`src/hdl/gdmac_pkg.sv`:
```
// constants and types for one general-purpose dma channel
// How it works
// RL1 - destination size code picks write width
// RL2 - burst field caps bus share per window
// RL3 - cap applies only in limited-rate mode
// RL4 - reset bit aborts, clears status and mode
// RL5 - run bit starts; requests ignored without it
// RL6 - clearing run pauses; setting again resumes
// RL7 - run bit self-clears on completion
// RL8 - run reads one until operand ends
// RL9 - source pointer drives reads, steps, wraps
// RL10 - destination pointer drives writes, steps, wraps
// RL11 - space codes: write high nibble, read low
// RL12 - software avoids code 0x77
// RL13 - counter drops per moved byte; zero ends
// RL14 - counter zero means four gigabytes
// RL15 - events sticky, write one clears
// RL16 - descriptor with interrupt sets auxiliary done
// RL17 - breakpoint during transfer sets flag
// RL18 - no valid descriptors sets flag
// RL19 - bus errors set read/write error, stop
// RL20 - normal done only on clean end
// RL21 - mask gates events onto interrupt
// RL22 - hidden buffer packs and unpacks operands
// RL23 - request source decode, four modes
// RL24 - end pin driven on final transfer
// RL25 - event bits five down to zero
package gdmac_pkg;
  // register word indexes on the slave port
  localparam logic [2:0] REG_MODE = 3'h0;
  localparam logic [2:0] REG_SRC = 3'h1;
  localparam logic [2:0] REG_DST = 3'h2;
  localparam logic [2:0] REG_CODES = 3'h3;
  localparam logic [2:0] REG_COUNT = 3'h4;
  localparam logic [2:0] REG_EVENTS = 3'h5;
  localparam logic [2:0] REG_EVMASK = 3'h6;
  // channel_mode field positions
  localparam int M_RUN = 0;
  localparam int M_RST = 1;
  localparam int M_BW = 2;
  localparam int M_DSZ = 4;
  localparam int M_SSZ = 6;
  localparam int M_DINC = 8;
  localparam int M_SINC = 9;
  localparam int M_REQ = 10;
  localparam int M_RISC = 12;
  // channel_events bit positions
  localparam int EV_DONE = 0;
  localparam int EV_WERR = 1;
  localparam int EV_RERR = 2;
  localparam int EV_NODESC = 3;
  localparam int EV_BRK = 4;
  localparam int EV_AUX = 5;
  localparam logic [7:0] EV_USED = 8'h3f;
  // reset values
  localparam logic [15:0] MODE_RST_VAL = 16'h0000;
  localparam logic [7:0] CODES_RST_VAL = 8'h00;
  localparam logic [7:0] EV_RST_VAL = 8'h00;
  // operand size and request source codes
  localparam logic [1:0] SZ_LONG = 2'h0;
  localparam logic [1:0] SZ_BYTE = 2'h1;
  localparam logic [1:0] SZ_WORD = 2'h2;
  localparam logic [1:0] REQ_LIMITED = 2'h0;
  localparam logic [1:0] REQ_MAX = 2'h1;
  localparam logic [1:0] REQ_LEVEL = 2'h2;
  localparam logic [1:0] REQ_EDGE = 2'h3;
  // bandwidth window of 1024 cycles and busy-cycle caps
  localparam int WIN_BITS = 10;
  localparam logic [9:0] BW_75 = 10'h300;
  localparam logic [9:0] BW_50 = 10'h200;
  localparam logic [9:0] BW_25 = 10'h100;
  localparam logic [9:0] BW_12 = 10'h080;
  typedef enum logic [1:0] {
    ST_IDLE = 2'h0,
    ST_READ = 2'h1,
    ST_WRITE = 2'h3
  } gdmac_state_type;
endpackage

```
`src/hdl/gdmac_channel.sv`:
```
// general-purpose dma channel: register slave, dual-address engine
`timescale 1ns/1ps
`default_nettype none
module gdmac_channel (
  // clock and reset
  input wire logic CORE_CLK,
  input wire logic RESET,
  // avalon-mm register slave
  input wire logic [2:0] AVS_ADDRESS,
  input wire logic AVS_READ,
  input wire logic AVS_WRITE,
  input wire logic [31:0] AVS_WRITEDATA,
  input wire logic [3:0] AVS_BYTEENABLE,
  output logic [31:0] AVS_READDATA,
  output logic AVS_WAITREQUEST,
  // internal module bus master
  output logic [31:0] M_ADDR,
  output logic [3:0] M_SPACE,
  output logic [2:0] M_SIZE,
  output logic M_READ,
  output logic M_WRITE,
  output logic [31:0] M_WDATA,
  input wire logic [31:0] M_RDATA,
  input wire logic M_ACK,
  input wire logic M_ERR,
  // peripheral pins
  input wire logic PERIPH_REQUEST_PIN,
  input wire logic TRANSFER_END_PIN_I,
  output logic TRANSFER_END_PIN_O,
  output logic TRANSFER_END_PIN_OE,
  input wire logic BREAKPOINT,
  // descriptor controller side
  input wire logic DESC_INT,
  input wire logic DESC_LAST,
  input wire logic DESC_NONE,
  output logic BUF_END,
  // masked event request
  output logic IRQ
);
  // ****************************************
  // helpers
  // ****************************************
  function automatic logic [31:0] merge(input logic [31:0] o, input logic [31:0] n,
                                        input logic [3:0] be);
    logic [31:0] m;
    m = o;
    for (int i = 0; i < 4; i++) begin
      if (be[i]) begin
        m[8*i +: 8] = n[8*i +: 8];
      end
    end
    return m;
  endfunction

  // operand bytes limited by port size, address alignment and bytes left
  function automatic logic [2:0] chunk(input logic [1:0] sz, input logic [1:0] a,
                                       input logic [32:0] left);
    logic [2:0] c;
    c = (sz == gdmac_pkg::SZ_LONG) ? 3'h4 : (sz == gdmac_pkg::SZ_WORD) ? 3'h2 : 3'h1;
    if (a[0]) begin
      c = 3'h1;
    end else if (a[1] && c == 3'h4) begin
      c = 3'h2;
    end
    if (left < {30'h0, c}) begin
      c = left[2:0];
    end
    return c;
  endfunction

  function automatic logic [31:0] lanes(input logic [2:0] n);
    return (n == 3'h1) ? 32'h0000_00ff : (n == 3'h2) ? 32'h0000_ffff : 32'hffff_ffff;
  endfunction

  // ****************************************
  // state
  // ****************************************
  logic [15:0] mode_r;
  logic [31:0] src_r, dst_r, cnt_r;
  logic [7:0] codes_r, ev_r, evmask_r;
  logic resp_r, stop_req_r, buf_wait_r, edge_pend_r, req_prev_r;
  logic [31:0] rdata_r;
  logic [55:0] hold_r;
  logic [2:0] held_r;
  logic [9:0] win_r, busy_r;
  gdmac_pkg::gdmac_state_type st_r;
  logic [31:0] m_addr_r, m_wdata_r;
  logic [3:0] m_space_r;
  logic [2:0] m_size_r;
  logic m_rd_r, m_wr_r, end_oe_r, buf_end_r, irq_r;

  // ****************************************
  // register slave decode
  // ****************************************
  logic acc, wr_en;
  logic [31:0] wmerge_mode;
  logic [7:0] ev_clr;
  assign acc = AVS_READ | AVS_WRITE;
  // one wait cycle on every access; write lands at the released edge
  assign AVS_WAITREQUEST = acc & ~resp_r;
  assign wr_en = AVS_WRITE & resp_r;
  assign wmerge_mode = merge({16'h0, mode_r}, AVS_WRITEDATA, AVS_BYTEENABLE);
  assign ev_clr = (wr_en && AVS_ADDRESS == gdmac_pkg::REG_EVENTS && AVS_BYTEENABLE[0]) ?
                  AVS_WRITEDATA[7:0] : 8'h00;

  always_ff @(posedge CORE_CLK) begin
    if (RESET) begin
      resp_r <= 1'b0;
    end else begin
      resp_r <= acc & ~resp_r;
    end
  end

  always_ff @(posedge CORE_CLK) begin
    if (RESET) begin
      rdata_r <= 32'h0000_0000;
    end else if (AVS_READ && !resp_r) begin
      case (AVS_ADDRESS)
        gdmac_pkg::REG_MODE: rdata_r <= {16'h0, mode_r};
        gdmac_pkg::REG_SRC: rdata_r <= src_r;
        gdmac_pkg::REG_DST: rdata_r <= dst_r;
        gdmac_pkg::REG_CODES: rdata_r <= {24'h0, codes_r};
        gdmac_pkg::REG_COUNT: rdata_r <= cnt_r;
        gdmac_pkg::REG_EVENTS: rdata_r <= {24'h0, ev_r};
        gdmac_pkg::REG_EVMASK: rdata_r <= {24'h0, evmask_r};
        default: rdata_r <= 32'h0000_0000;
      endcase
    end
  end
  assign AVS_READDATA = rdata_r;

  // ****************************************
  // engine decisions
  // ****************************************
  logic rst_now, run, risc, idle, op_busy, go, req_ok, can_wr;
  logic rd_done, rd_err, wr_done, wr_err, last_wr, ext_end, nodesc, stop_now, end_now;
  logic [1:0] request_source_select;
  logic [9:0] bw_lim;
  logic [32:0] total, rd_left;
  logic [2:0] wchunk, rchunk;
  logic [31:0] cnt_after;
  logic [7:0] ev_set;
  assign rst_now = mode_r[gdmac_pkg::M_RST];
  assign run = mode_r[gdmac_pkg::M_RUN];
  assign risc = mode_r[gdmac_pkg::M_RISC];
  assign request_source_select = mode_r[gdmac_pkg::M_REQ +: 2];
  assign idle = (st_r == gdmac_pkg::ST_IDLE);
  // an operand is finished only when the packing buffer is empty again
  assign op_busy = !idle || held_r != 3'h0;
  // RL14 zero means four gigabytes
  assign total = {cnt_r == 32'h0, cnt_r};
  assign rd_left = total - {30'h0, held_r};
  // RL1 destination width decode
  assign wchunk = chunk(mode_r[gdmac_pkg::M_DSZ +: 2], dst_r[1:0], total);
  assign rchunk = chunk(mode_r[gdmac_pkg::M_SSZ +: 2], src_r[1:0], rd_left);
  assign can_wr = held_r != 3'h0 && held_r >= wchunk;

  always_comb begin
    case (mode_r[gdmac_pkg::M_BW +: 2])
      2'h0: bw_lim = gdmac_pkg::BW_75;
      2'h1: bw_lim = gdmac_pkg::BW_50;
      2'h2: bw_lim = gdmac_pkg::BW_25;
      default: bw_lim = gdmac_pkg::BW_12;
    endcase
  end

  // RL23 request source decode
  always_comb begin
    case (request_source_select)
      // RL3 cap only for limited rate
      gdmac_pkg::REQ_LIMITED: req_ok = busy_r < bw_lim;
      gdmac_pkg::REQ_MAX: req_ok = 1'b1;
      gdmac_pkg::REQ_LEVEL: req_ok = PERIPH_REQUEST_PIN;
      default: req_ok = edge_pend_r;
    endcase
  end

  // RL5 nothing issues without run
  // a pending stop still lets the open operand drain, else run would read one forever
  assign go = run && (!stop_req_r || held_r != 3'h0) && !buf_wait_r && req_ok && !rst_now
              && idle;
  assign rd_done = st_r == gdmac_pkg::ST_READ && M_ACK && !M_ERR;
  assign rd_err = st_r == gdmac_pkg::ST_READ && M_ACK && M_ERR;
  assign wr_done = st_r == gdmac_pkg::ST_WRITE && M_ACK && !M_ERR;
  assign wr_err = st_r == gdmac_pkg::ST_WRITE && M_ACK && M_ERR;
  assign cnt_after = cnt_r - {29'h0, m_size_r};
  assign last_wr = wr_done && cnt_after == 32'h0;
  // peripheral end input counts only when we are not driving it
  assign ext_end = !idle && M_ACK && !M_ERR && !end_oe_r && !TRANSFER_END_PIN_I;
  assign nodesc = risc && run && DESC_NONE;
  // RL6 pause only between operands
  assign stop_now = stop_req_r && !op_busy;
  assign end_now = rd_err || wr_err || ext_end || nodesc || (last_wr && (!risc || DESC_LAST));

  // RL25 event bit placement
  always_comb begin
    ev_set = 8'h00;
    // RL20 clean completion only
    ev_set[gdmac_pkg::EV_DONE] = (last_wr && (!risc || DESC_LAST)) || ext_end;
    // RL19 error source by cycle type
    ev_set[gdmac_pkg::EV_WERR] = wr_err;
    ev_set[gdmac_pkg::EV_RERR] = rd_err;
    // RL18 descriptors exhausted
    ev_set[gdmac_pkg::EV_NODESC] = nodesc;
    // RL17 breakpoint mid transfer
    ev_set[gdmac_pkg::EV_BRK] = BREAKPOINT && !idle;
    // RL16 auxiliary done on interrupting buffer
    ev_set[gdmac_pkg::EV_AUX] = last_wr && risc && !DESC_LAST && DESC_INT;
  end

  // ****************************************
  // software registers
  // ****************************************
  // RL4 soft reset clears mode and itself
  always_ff @(posedge CORE_CLK) begin
    if (RESET || rst_now) begin
      mode_r <= gdmac_pkg::MODE_RST_VAL;
    end else begin
      if (wr_en && AVS_ADDRESS == gdmac_pkg::REG_MODE) begin
        mode_r[15:1] <= wmerge_mode[15:1];
        // RL8 run reads one while an operand is open
        mode_r[gdmac_pkg::M_RUN] <= wmerge_mode[gdmac_pkg::M_RUN] | (run & op_busy);
      end
      // RL7 self clear on completion
      if (stop_now || end_now) begin
        mode_r[gdmac_pkg::M_RUN] <= 1'b0;
      end
    end
  end

  always_ff @(posedge CORE_CLK) begin
    if (RESET || rst_now) begin
      stop_req_r <= 1'b0;
    end else if (wr_en && AVS_ADDRESS == gdmac_pkg::REG_MODE) begin
      stop_req_r <= !wmerge_mode[gdmac_pkg::M_RUN] && run && op_busy;
    end else if (stop_now || end_now) begin
      stop_req_r <= 1'b0;
    end
  end

  // RL11 space code register
  always_ff @(posedge CORE_CLK) begin
    if (RESET) begin
      codes_r <= gdmac_pkg::CODES_RST_VAL;
    end else if (wr_en && AVS_ADDRESS == gdmac_pkg::REG_CODES && AVS_BYTEENABLE[0]) begin
      codes_r <= AVS_WRITEDATA[7:0];
    end
  end

  // RL21 mask register, cleared at reset
  always_ff @(posedge CORE_CLK) begin
    if (RESET) begin
      evmask_r <= gdmac_pkg::EV_RST_VAL;
    end else if (wr_en && AVS_ADDRESS == gdmac_pkg::REG_EVMASK && AVS_BYTEENABLE[0]) begin
      evmask_r <= AVS_WRITEDATA[7:0] & gdmac_pkg::EV_USED;
    end
  end

  // RL15 sticky events, set beats clear
  always_ff @(posedge CORE_CLK) begin
    if (RESET || rst_now) begin
      ev_r <= gdmac_pkg::EV_RST_VAL;
    end else begin
      ev_r <= ((ev_r & ~ev_clr) | ev_set) & gdmac_pkg::EV_USED;
    end
  end

  // RL21 masked events request service
  always_ff @(posedge CORE_CLK) begin
    if (RESET) begin
      irq_r <= 1'b0;
    end else begin
      irq_r <= |(ev_r & evmask_r);
    end
  end
  assign IRQ = irq_r;

  // RL9 source pointer, unsigned wrap
  always_ff @(posedge CORE_CLK) begin
    if (RESET) begin
      src_r <= 32'h0000_0000;
    end else if (wr_en && AVS_ADDRESS == gdmac_pkg::REG_SRC) begin
      src_r <= merge(src_r, AVS_WRITEDATA, AVS_BYTEENABLE);
    end else if (rd_done && mode_r[gdmac_pkg::M_SINC]) begin
      src_r <= src_r + {29'h0, m_size_r};
    end
  end

  // RL10 destination pointer, unsigned wrap
  always_ff @(posedge CORE_CLK) begin
    if (RESET) begin
      dst_r <= 32'h0000_0000;
    end else if (wr_en && AVS_ADDRESS == gdmac_pkg::REG_DST) begin
      dst_r <= merge(dst_r, AVS_WRITEDATA, AVS_BYTEENABLE);
    end else if (wr_done && mode_r[gdmac_pkg::M_DINC]) begin
      dst_r <= dst_r + {29'h0, m_size_r};
    end
  end

  // RL13 count down per byte written
  always_ff @(posedge CORE_CLK) begin
    if (RESET) begin
      cnt_r <= 32'h0000_0000;
    end else if (wr_en && AVS_ADDRESS == gdmac_pkg::REG_COUNT) begin
      cnt_r <= merge(cnt_r, AVS_WRITEDATA, AVS_BYTEENABLE);
    end else if (wr_done) begin
      cnt_r <= cnt_after;
    end
  end

  // a finished non-last buffer waits for the counter to be reloaded
  always_ff @(posedge CORE_CLK) begin
    if (RESET || rst_now) begin
      buf_wait_r <= 1'b0;
      buf_end_r <= 1'b0;
    end else begin
      buf_end_r <= last_wr && risc && !DESC_LAST;
      if (wr_en && AVS_ADDRESS == gdmac_pkg::REG_COUNT) begin
        buf_wait_r <= 1'b0;
      end else if (last_wr && risc && !DESC_LAST) begin
        buf_wait_r <= 1'b1;
      end
    end
  end
  assign BUF_END = buf_end_r;

  // ****************************************
  // request pacing
  // ****************************************
  // RL5 edges caught only while running
  always_ff @(posedge CORE_CLK) begin
    if (RESET || rst_now) begin
      req_prev_r <= 1'b0;
      edge_pend_r <= 1'b0;
    end else begin
      req_prev_r <= PERIPH_REQUEST_PIN;
      if (run && PERIPH_REQUEST_PIN && !req_prev_r) begin
        edge_pend_r <= 1'b1;
      end else if (wr_done || !run) begin
        edge_pend_r <= 1'b0;
      end
    end
  end

  // RL2 busy cycles per 1024-cycle window
  always_ff @(posedge CORE_CLK) begin
    if (RESET || rst_now || !run) begin
      win_r <= 10'h000;
      busy_r <= 10'h000;
    end else begin
      win_r <= win_r + 10'h001;
      if (win_r == 10'h3ff) begin
        busy_r <= 10'h000;
      end else if (!idle) begin
        busy_r <= busy_r + 10'h001;
      end
    end
  end

  // ****************************************
  // bus cycles and packing
  // ****************************************
  always_ff @(posedge CORE_CLK) begin
    if (RESET || rst_now) begin
      st_r <= gdmac_pkg::ST_IDLE;
      m_rd_r <= 1'b0;
      m_wr_r <= 1'b0;
      m_addr_r <= 32'h0000_0000;
      m_space_r <= 4'h0;
      m_size_r <= 3'h0;
      m_wdata_r <= 32'h0000_0000;
      end_oe_r <= 1'b0;
    end else begin
      case (st_r)
        gdmac_pkg::ST_IDLE: begin
          if (go && can_wr) begin
            st_r <= gdmac_pkg::ST_WRITE;
            m_wr_r <= 1'b1;
            m_addr_r <= dst_r;
            m_space_r <= codes_r[7:4];
            m_size_r <= wchunk;
            m_wdata_r <= hold_r[31:0] & lanes(wchunk);
            // RL24 drive end pin on final write
            end_oe_r <= total == {30'h0, wchunk};
          end else if (go && rd_left != 33'h0) begin
            st_r <= gdmac_pkg::ST_READ;
            m_rd_r <= 1'b1;
            m_addr_r <= src_r;
            m_space_r <= codes_r[3:0];
            m_size_r <= rchunk;
          end
        end
        gdmac_pkg::ST_READ, gdmac_pkg::ST_WRITE: begin
          // RL4 end the cycle when acknowledged
          if (M_ACK) begin
            st_r <= gdmac_pkg::ST_IDLE;
            m_rd_r <= 1'b0;
            m_wr_r <= 1'b0;
            end_oe_r <= 1'b0;
          end
        end
        default: st_r <= gdmac_pkg::ST_IDLE;
      endcase
    end
  end

  // RL22 pack on reads, unpack on writes
  always_ff @(posedge CORE_CLK) begin
    if (RESET || rst_now) begin
      hold_r <= 56'h0;
      held_r <= 3'h0;
    end else if (rd_done) begin
      hold_r <= hold_r | ({24'h0, M_RDATA & lanes(m_size_r)} << {held_r, 3'b000});
      held_r <= held_r + m_size_r;
    end else if (wr_done) begin
      hold_r <= hold_r >> {m_size_r, 3'b000};
      held_r <= held_r - m_size_r;
    end else if (end_now) begin
      hold_r <= 56'h0;
      held_r <= 3'h0;
    end
  end

  assign M_READ = m_rd_r;
  assign M_WRITE = m_wr_r;
  assign M_ADDR = m_addr_r;
  assign M_SPACE = m_space_r;
  assign M_SIZE = m_size_r;
  assign M_WDATA = m_wdata_r;
  assign TRANSFER_END_PIN_O = 1'b0;
  assign TRANSFER_END_PIN_OE = end_oe_r;
endmodule
`default_nettype wire

```
`config.mk`:
```
export PLATFORM = sky130hd
export DESIGN_NAME = gdmac_channel
export DESIGN_NICKNAME = d
export VERILOG_FILES = /design/src/hdl/gdmac_pkg.sv /design/src/hdl/gdmac_channel.sv
export SDC_FILE = /design/constraint.sdc
export NUM_CORES = 1
export LEC_CHECK = 0
export ABC_CLOCK_PERIOD_IN_PS = 4900
export BUFFER_PORTS_ARGS = -buffer_cell sky130_fd_sc_hd__buf_2
export CAP_MARGIN = 25
export CORE_UTILIZATION = 30
export DETAILED_ROUTE_END_ITERATION = 10
export RECOVER_POWER = 100
export REMOVE_ABC_BUFFERS = 1
export SLEW_MARGIN = 20
export SYNTH_ARGS = -nofsm -noshare
export SYNTH_HDL_FRONTEND = slang
export SYNTH_SLANG_ARGS = --single-unit
export TNS_END_PERCENT = 1
```
`constraint.sdc`:
```
create_clock -name CORE_CLK -period 4.9 [get_ports CORE_CLK]
set_clock_uncertainty 0.2 [all_clocks]
set_input_delay 0 -clock CORE_CLK [delete_from_list [all_inputs] [get_ports CORE_CLK]]
set_output_delay 0 -clock CORE_CLK [all_outputs]
set_load 0.02 [all_outputs]
```
# == Word-level counts from Yosys, hierarchy flattened ==
# Index checks and enable logic that the tools add are counted.
# word_totals
reg_bits,326
inputBits,83
output_inout_bits,110
wordCells,275
# op_classes
addsub,8
magnitude_cmp,4
eq_ne,39
shifts,2
n_mux,57
n_bitwise,13
n_reduce_logical,114
# ops
cell,count
$mux 32,12
$pmux 32 s7,1
$mux 56,3
$lt 33x3->1,2
$add 32x3->32,2
$and 32x32->32,2
$logic_not 32->1,2
$or 56x56->56,1
$shl 32x6->56,1
$shr 56x6->56,1
$logic_and 1x1->1,46
$mux 3,13
$reduce_and 2->1,17
$eq 33x3->1,1
$reduce_bool 33->1,1
$sub 33x3->33,1
$mux 8,4
$sub 32x3->32,1
$pmux 10 s3,1
$ne 2x2->1 const B,14
$add 10x1->10 const B,2
$eq 3x3->1 const B,5
$logic_not 1->1,14
$reduce_bool 2->1,7
other kinds (32),83

# == Depth between registers and ports, before layout ==
# Gate-level depths: netlist (run 1).
# logic_depth
depth_word,14
mapped_depth,18
ltp_nobuf,16

# == Worst setup path before layout (run 1) ==
# No wires, ideal clock.
# synth_path
path_type,reg2reg
startpoint,reg held_r[1]
endpoint,"reg m_addr_r[10], in the netlist M_ADDR[10]"
setup_time_ns,0.122
arrival_ns,3.754
required_time_ns,4.578
path_slack_ns,0.825
path_stages_with_launch,15
n_path_buf,3
synth_period_minus_slack_ns,4.075
cell_sequence,dfxtp_1 > clkbuf_1 > inv_1 > buf_2 > fa_1 > a211oi_1 > nand3_1 > nor4_1 > xnor2_1 > nand4_1 > or2_1 > o31ai_4 > buf_6 > mux2i_1 > a21oi_1
# synth_via
elab_chain_len,10
word_cells_on_any_way,16
cone_classes,1 x add/sub; 1 x order compare; 1 x mux; 13 x reduce/logical
# synth_lines
element,line,text
start: declaration,gdmac_channel.sv:84,logic [2:0] held_r;
start signal: assignment,gdmac_channel.sv:414,held_r <= held_r + m_size_r;
start signal: assignment,gdmac_channel.sv:417,held_r <= held_r - m_size_r;
"parallel branches: the longest is 10 deep, another holds $sub 33x3->33",--,
end signal: assignment,gdmac_channel.sv:379,m_addr_r <= dst_r;
end signal: assignment,gdmac_channel.sv:388,m_addr_r <= src_r;
end: declaration,gdmac_channel.sv:87,"logic [31:0] m_addr_r, m_wdata_r;"
# Several ways; the timed one is not identified.
# A chain may end at the register's enable or synchronous reset.

# == Worst setup path after layout (run 1) ==
# layout_path
startpoint,reg dst_r[1]
endpoint,"reg m_size_r[2], in the netlist M_SIZE[2]"
# layout_via
elab_chain_len,10
word_cells_on_any_way,11
cone_classes,2 x order compare; 4 x mux; 5 x reduce/logical
# layout_lines
element,line,text
start: declaration,gdmac_channel.sv:79,"logic [31:0] src_r, dst_r, cnt_r;"
start signal: assignment,gdmac_channel.sv:294,"dst_r <= merge(dst_r, AVS_WRITEDATA, AVS_BYTEENABLE);"
start signal: assignment,gdmac_channel.sv:296,"dst_r <= dst_r + {29'h0, m_size_r};"
$logic_and 1x1->1 (*),gdmac_channel.sv:62,end else if (a[1] && c == 3'h4) begin
$mux 3 (*),gdmac_channel.sv:62,
$mux 3 (*),gdmac_channel.sv:60,if (a[0]) begin
$lt 33x3->1,gdmac_channel.sv:65,"if (left < {30'h0, c}) begin"
$mux 3 (*),gdmac_channel.sv:65,
$ge 3x3->1,gdmac_channel.sv:156,assign can_wr = held_r != 3'h0 && held_r >= wchunk;
$logic_and 1x1->1,gdmac_channel.sv:156,
$logic_and 1x1->1,gdmac_channel.sv:376,if (go && can_wr) begin
$reduce_bool 2->1 (no line),--,
$reduce_and 2->1 (no line),--,
end signal: assignment,gdmac_channel.sv:381,m_size_r <= wchunk;
end signal: assignment,gdmac_channel.sv:390,m_size_r <= rchunk;
end: declaration,gdmac_channel.sv:89,logic [2:0] m_size_r;
# Mark *: on every way between the ends. The rest lies on a longest branch, timed or not.

==> impl_metrics.toml, run 1 <==
[route]
vias = 20664
antenna_left = 0
drc = 0
highest-signal-layer = "met4"
route.layer.met1.wl_mm = 33.0
wl_met2_mm = 35.0
first_pass_iters = 6
routed_wirelength_mm = 76.7
wl_met3_mm = 5.62
routedWlPerCell_um = 21.0
drt_iter0_markers = 2080
vias_per_cell = 5.66

[critical_path]
worst-path-stages = 16
critical_path_buf_inv_count = 0
arrival_ps = 4850
timing.rr.start = "dst_r[1]"
r2r_cells = 16
rrSetupSlack_ps = 300
startpoint = "dst_r[1]"
crit_chain = "nor2_2 -> nand2_1 -> ha_1 -> nor4_1 -> nand3_1 -> nor4_4 -> nand2_2 -> mux2i_1 -> ha_1 -> nand2b_1 -> a221oi_2 -> a211oi_2 -> o211ai_1 -> o21ai_4 -> or4_1 -> o311ai_0"
cp-end-kind = "flip-flop"
required_ps = 5150
cpPeakStageDelay_ps = 550
slowest_stage = "or4_1"
reg2reg_to = "M_SIZE[2]"
critPathTopFamily = "simple AND/OR/NAND/NOR gates"
critPathKind = "flip-flop to flip-flop"
cp-endpoint = "M_SIZE[2]"
path_max_fanout = 20
cp-start-kind = "flip-flop"
crit_top_cell = "ha_1"

[clock_network]
insertion_delay_ps = 590
cts_sinks = 326
cts_buffers = 41
htree_levels = 2
cts.clk_slew.worst_paths_ps = 70
root_buffer = "clkbuf_16"
clock_path_buffers = 3
cts_tree = "built"

[synth]
syn-cell-area_mm2 = 0.0194
synth_area_leaders = "dfxtp_1 (34%), nor2_1 (6.5%), mux2i_1 (6.5%), a21oi_1 (6.4%), nand2_1 (5.4%)"
syn_inst = 2529
synth_area_leader_cell = "dfxtp_1"
ys.flop_type = "dfxtp_1"
ys_seq_area_share_pct = 33.7
yosys_warnings = 0
synth_seq_cells = 326
synth_edf_count = 0
syn_avg_cell_area_um2 = 7.66
synth_top_area_share_pct = 33.7
synth.distinct_cells = 83
synth-async-reset-ratio_pct = 0

[layout]
multiInputGateArea_mm2 = 0.0119
fin_nets = 2881
layout_commonest_cell = "nor2_1"
regArea_mm2 = 0.00653
n_fill_cell = 6695
syn_to_final_growth_pct = 22.7
finish.utilization_pct = 37.5
fin_area_mm2 = 0.0238
most-common-layout-cells = "nor2_1 (333), dfxtp_1 (326), nand2_1 (277)"
diodes = 0
drive_gt1_share_pct = 10.2

[floorplanning]
dieArea_mm2 = 0.0656
io_pins = 193
coreArea_mm2 = 0.0634
rows = 92
start_util_pct = 30.5
die_w_um = 256
die_h_um = 256

[timing]
finalCritPeriodShare_pct = 93.9
slew_headroom_pct = -108
fmax_mhz = 217
finalMaxSlewViolations = 222
hold_slack_ps = 35.7
finalHoldViolCount = 0
rsz0062_at_grt = "no"
tightest_slew_ps = 3130
period_needed_ps = 4600
worst_slack_ps = 299
finalSetupViolCount = 0

[grt]
overflow = 0
grt_antenna_before_repair = 0
grt_start_max_net_pins = 85
track_usage_pct = 22.5
grt_pass1_wl_mm = 117
grt_pass1_vias = 19172

[job]
cap_violations = 5

[hold_path]
hp-class = "primary input to flip-flop"

[placed_design]
placed_cell_area_mm2 = 0.0212
gp_congestion = 0.954
port_buffers = 191
dp_hpwl_mm = 53.2
post-place-ws_ps = 147

[power]
ir_drop_uv = 178
power.density_mw_per_mm2 = 263
finalPower_mw = 6.26
p_leak_nw = 8.45

[run_status]
status = "complete, but fails checks"
violations = "max-capacitance violations, max-slew violations"
==> routing by layer <==
layer  up-vias  track usage, %
met1      9753            29.8
met4         0            9.41
met5         -               0
li1       9772               -
met2       959            36.3
met3       180            3.45
==> registers in the layout, indices dropped and copies added (netlist names), 16 cells and up <==
name / count
hold_r: 56
AVS_READDATA: 32
M_ADDR: 32
M_WDATA: 32
cnt_r: 32
dst_r: 32
src_r: 32
mode_r: 16
==> cell usage after synthesis, types with 9 or more instances <==
cell type,count
a221o_1,11
nand3_1,104
o22ai_1,15
nor4_1,38
clkbuf_1,164
inv_1,24
dfxtp_1,326
buf_2,18
and3_1,30
a22o_1,11
buf_1,15
a31oi_1,30
o31ai_1,10
nor3_1,67
a22oi_1,77
and4_1,9
nor2_1,335
mux2i_1,125
nand4_1,28
nor2b_1,18
nand2b_1,10
xnor2_1,30
mux2_2,25
nand2_1,277
a211oi_1,37
a222oi_1,15
or3_1,12
xor2_1,21
or2_2,11
nor3b_1,11
a21oi_1,248
o211ai_1,13
ha_1,23
a221oi_1,41
o21ai_0,175
or4_1,12
==> metrics by stage <==
| stage | instances | setup TNS (ps) |
|---|---|---|
| after global routing | 3648 | 0 |
| final | 3648 | 0 |
| after CTS | 3648 | 0 |
| after floorplan | 2321 | -31250 |
| after global placement | 3435 | 0 |
| after detailed placement | 3436 | 0 |
==> worst register-to-register path: stages (launching register included) <==
cell and delay, ps:
dfxtp_1 400, nor2_2 250, nand2_1 100, ha_1 210
nor4_1 200, nand3_1 180, nor4_4 360, nand2_2 130
mux2i_1 300, ha_1 310, nand2b_1 160, a221oi_2 250
a211oi_2 90, o211ai_1 370, o21ai_4 290, or4_1 560
o311ai_0 110
==> worst min path at each step <==
stage,startpoint,end,slack [ps],depth (start not counted)
finish,AVS_ADDRESS[1],AVS_READDATA[5],40,4
global route,AVS_ADDRESS[1],AVS_READDATA[1],50,4
CTS,AVS_ADDRESS[1],AVS_READDATA[3],8,4
detailed placement,PERIPH_REQUEST_PIN,req_prev_r,60,2
global placement,PERIPH_REQUEST_PIN,req_prev_r,50,2
floorplan,RESET,AVS_READDATA[0],-130,1
==> report_power, final <==
| group | total (mW) | switching, mW | internal, mW | leakage (nW) |
|---|---|---|---|---|
| Combinational | 0.418 | 0.273 | 0.145 | 5.13 |
| Sequential | 2.67 | 0.0108 | 2.66 | 2.63 |
| Clock | 3.17 | 1.28 | 1.89 | 0.693 |
| Total | 6.26 | 1.56 | 4.69 | 8.45 |
==> timing repair <==
item | CTS | global route
gates resized for setup | 0 | 2
endpoints found under the hold margin | 250 | 0
setup endpoints to repair | 0 | 18
setup buffers | 0 | 0
hold buffers | 136 | 0
==> area by class of cell <==
class                      instances  share of cell area [%]
multi-input combinational       1971                    50.3
inverter                          24                   0.379
sequential                       326                    27.5
tap                              846                    4.46
clock inverter                    14                   0.558
clock buffer                      62                    5.34
timing repair buffer             405                    11.5
==> logic make-up after synthesis <==
family,synth area share [%]
XOR/XNOR,2.31
multiplexers,8.61
adder cells (fa/ha/maj),2.11
buffers and inverters,4.91
flip-flops,33.7
AO/OA/AOI/OAI,24.1
AND/OR/NAND/NOR,24.2
other,0.0194
(Power assumes the default switching activity.)
==> run 2: changes to the inputs <==
CORE_UTILIZATION = 40   (was 30)
HOLD_SLACK_MARGIN = 0.1   (was default)
==> run 2 against run 1 <==
Compared with the run above:
- cell count is 5.6% lower
- setup slack worse by 140 ps
- first-iteration DRC count is 1.9% lower
- count of clock-buffer cells in the layout is 2 lower
- the run still ends with max-capacitance violations, max-slew violations left
- largest power group unchanged
- critical path type is now primary input to flip-flop
- cell area hardly changed
- hold slack better by 93 ps
==> impl_metrics.toml, run 2 (synthesized netlist as in run 1, its figures left out) <==
[placed_design]
port_buffers = 191
gp_congestion = 0.957
dp_hpwl_mm = 52.7
placed_cell_area_mm2 = 0.0208

[timing]
finalSetupViolCount = 0
finalMaxSlewViolations = 213
period_needed_ps = 4740
rsz0062_at_grt = "no"
finalHoldViolCount = 0
fmax_mhz = 211
slew_headroom_pct = -125
tightest_slew_ps = 3370
finalCritPeriodShare_pct = 96.8

[clock_network]
htree_levels = 2
cts_sinks = 326
cts.clk_slew.worst_paths_ps = 60
cts_tree = "built"
root_buffer = "clkbuf_16"
insertion_delay_ps = 570
clock_path_buffers = 3
cts_buffers = 41

[power]
power.density_mw_per_mm2 = 264
ir_drop_uv = 202
finalPower_mw = 6.27
p_leak_nw = 8.55

[run_status]
violations = "max-capacitance violations, max-slew violations"
status = "complete, but fails checks"

[grt]
grt_start_max_net_pins = 79
grt_pass1_wl_mm = 119
grt_antenna_before_repair = 0
track_usage_pct = 30.4
grt_pass1_vias = 20201
overflow = 0

[layout]
largest_register_ffs = 56
n_fill_cell = 4734
drive_gt1_share_pct = 9.94
syn_to_final_growth_pct = 22.8
multiInputGateArea_mm2 = 0.0120
fin_area_mm2 = 0.0238
diodes = 0
most-common-layout-cells = "nor2_1 (333), dfxtp_1 (326), nand2_1 (277)"
layout_commonest_cell = "nor2_1"
regArea_mm2 = 0.00653
fin_nets = 2908
largest_register = "hold_r"

[floorplanning]
start_util_pct = 40.6
dieArea_mm2 = 0.0493
die_h_um = 222
coreArea_mm2 = 0.0477
io_pins = 193
rows = 80
die_w_um = 222

[route]
routed_wirelength_mm = 77.4
vias_per_cell = 6.15
first_pass_iters = 6
vias = 21165
drt_iter0_markers = 2041
routedWlPerCell_um = 22.5
antenna_left = 0
drc = 0

[critical_path]
crit_chain = "dlygate4sd3_1 -> buf_4 -> clkbuf_1 -> buf_4 -> nor3_1 -> dlygate4sd3_1"
cp-end-kind = "flip-flop"
path_max_fanout = 78
required_ps = 5140
cp-start-kind = "primary input"
cpPeakStageDelay_ps = 2400
slowest_stage = "clkbuf_1"
arrival_ps = 4980
critPathKind = "primary input to flip-flop"

[job]
cap_violations = 5

[hold_path]
hp-class = "primary input to flip-flop"
==> run 2: power by group <==
group / total (mW) / leakage [nW] / switching, mW / internal (mW)
logic: 0.439 / 5.24 / 0.278 / 0.162
registers: 2.67 / 2.63 / 0.0118 / 2.66
clock network: 3.16 / 0.683 / 1.25 / 1.91
==> run 2: final timing paths <==
kind / startpoint / endpoint / slack, ps / cells after the start
worst max register to register: cnt_r[1] / ev_r[5] / 170 / 12
worst max-delay path: RESET / dst_r[26] / 160 / 6
worst min register to register: M_WDATA[17] / M_WDATA[17] / 250 / 2
worst min-delay path: AVS_WRITEDATA[16] / cnt_r[16] / 130 / 4
==> run 2: critical path: cells and delay by family <==
kind                   cells  cell delay [ps]
and+or+nand+nor            1              140
buffers and inverters      5             4750
==> run 2: area by class of cell <==
type                    instances  area share, %
clock buffers                  60           5.05
clock inverters                15          0.795
inverters                      24          0.379
multi-input cells            1971           50.3
flip-flops and latches        326           27.5
well taps                     615           3.24
repair buffers                432           12.8
==> run 2: metal layers <==
layer / vias to the layer above / share of wire, % / GRT usage, %
met4: 0 / 3.6 / 12.2
met5: - / 0 / 0
met2: 987 / 47 / 50.9
li1: 9804 / - / -
met1: 10181 / 42 / 39.2
met3: 193 / 7.2 / 4.29
==> run 2: what timing repair did <==
| item | CTS | global route |
|---|---|---|
| hold buffers | 172 | 0 |
| gates resized for setup | 0 | 2 |
| setup buffers | 0 | 0 |
| setup endpoints to repair | 0 | 3 |
| hold endpoints to repair | 281 | 0 |
==> run 2: metrics by stage <==
step / utilization [%] / setup slack [ps] / hold slack, ps / instances / TNS (ps)
2_1_floorplan: - / -788 / -131 / 2321 / -31250
3_3_place_gp: 43.6 / 441 / 67.6 / 3195 / 0
3_5_place_dp: 43.7 / 312 / 81.1 / 3196 / 0
4_1_cts: 50.2 / 70.2 / 101 / 3443 / 0
5_1_grt: 49.8 / 6.53 / 140 / 3443 / 0
6_report: 49.8 / 157 / 129 / 3443 / 0
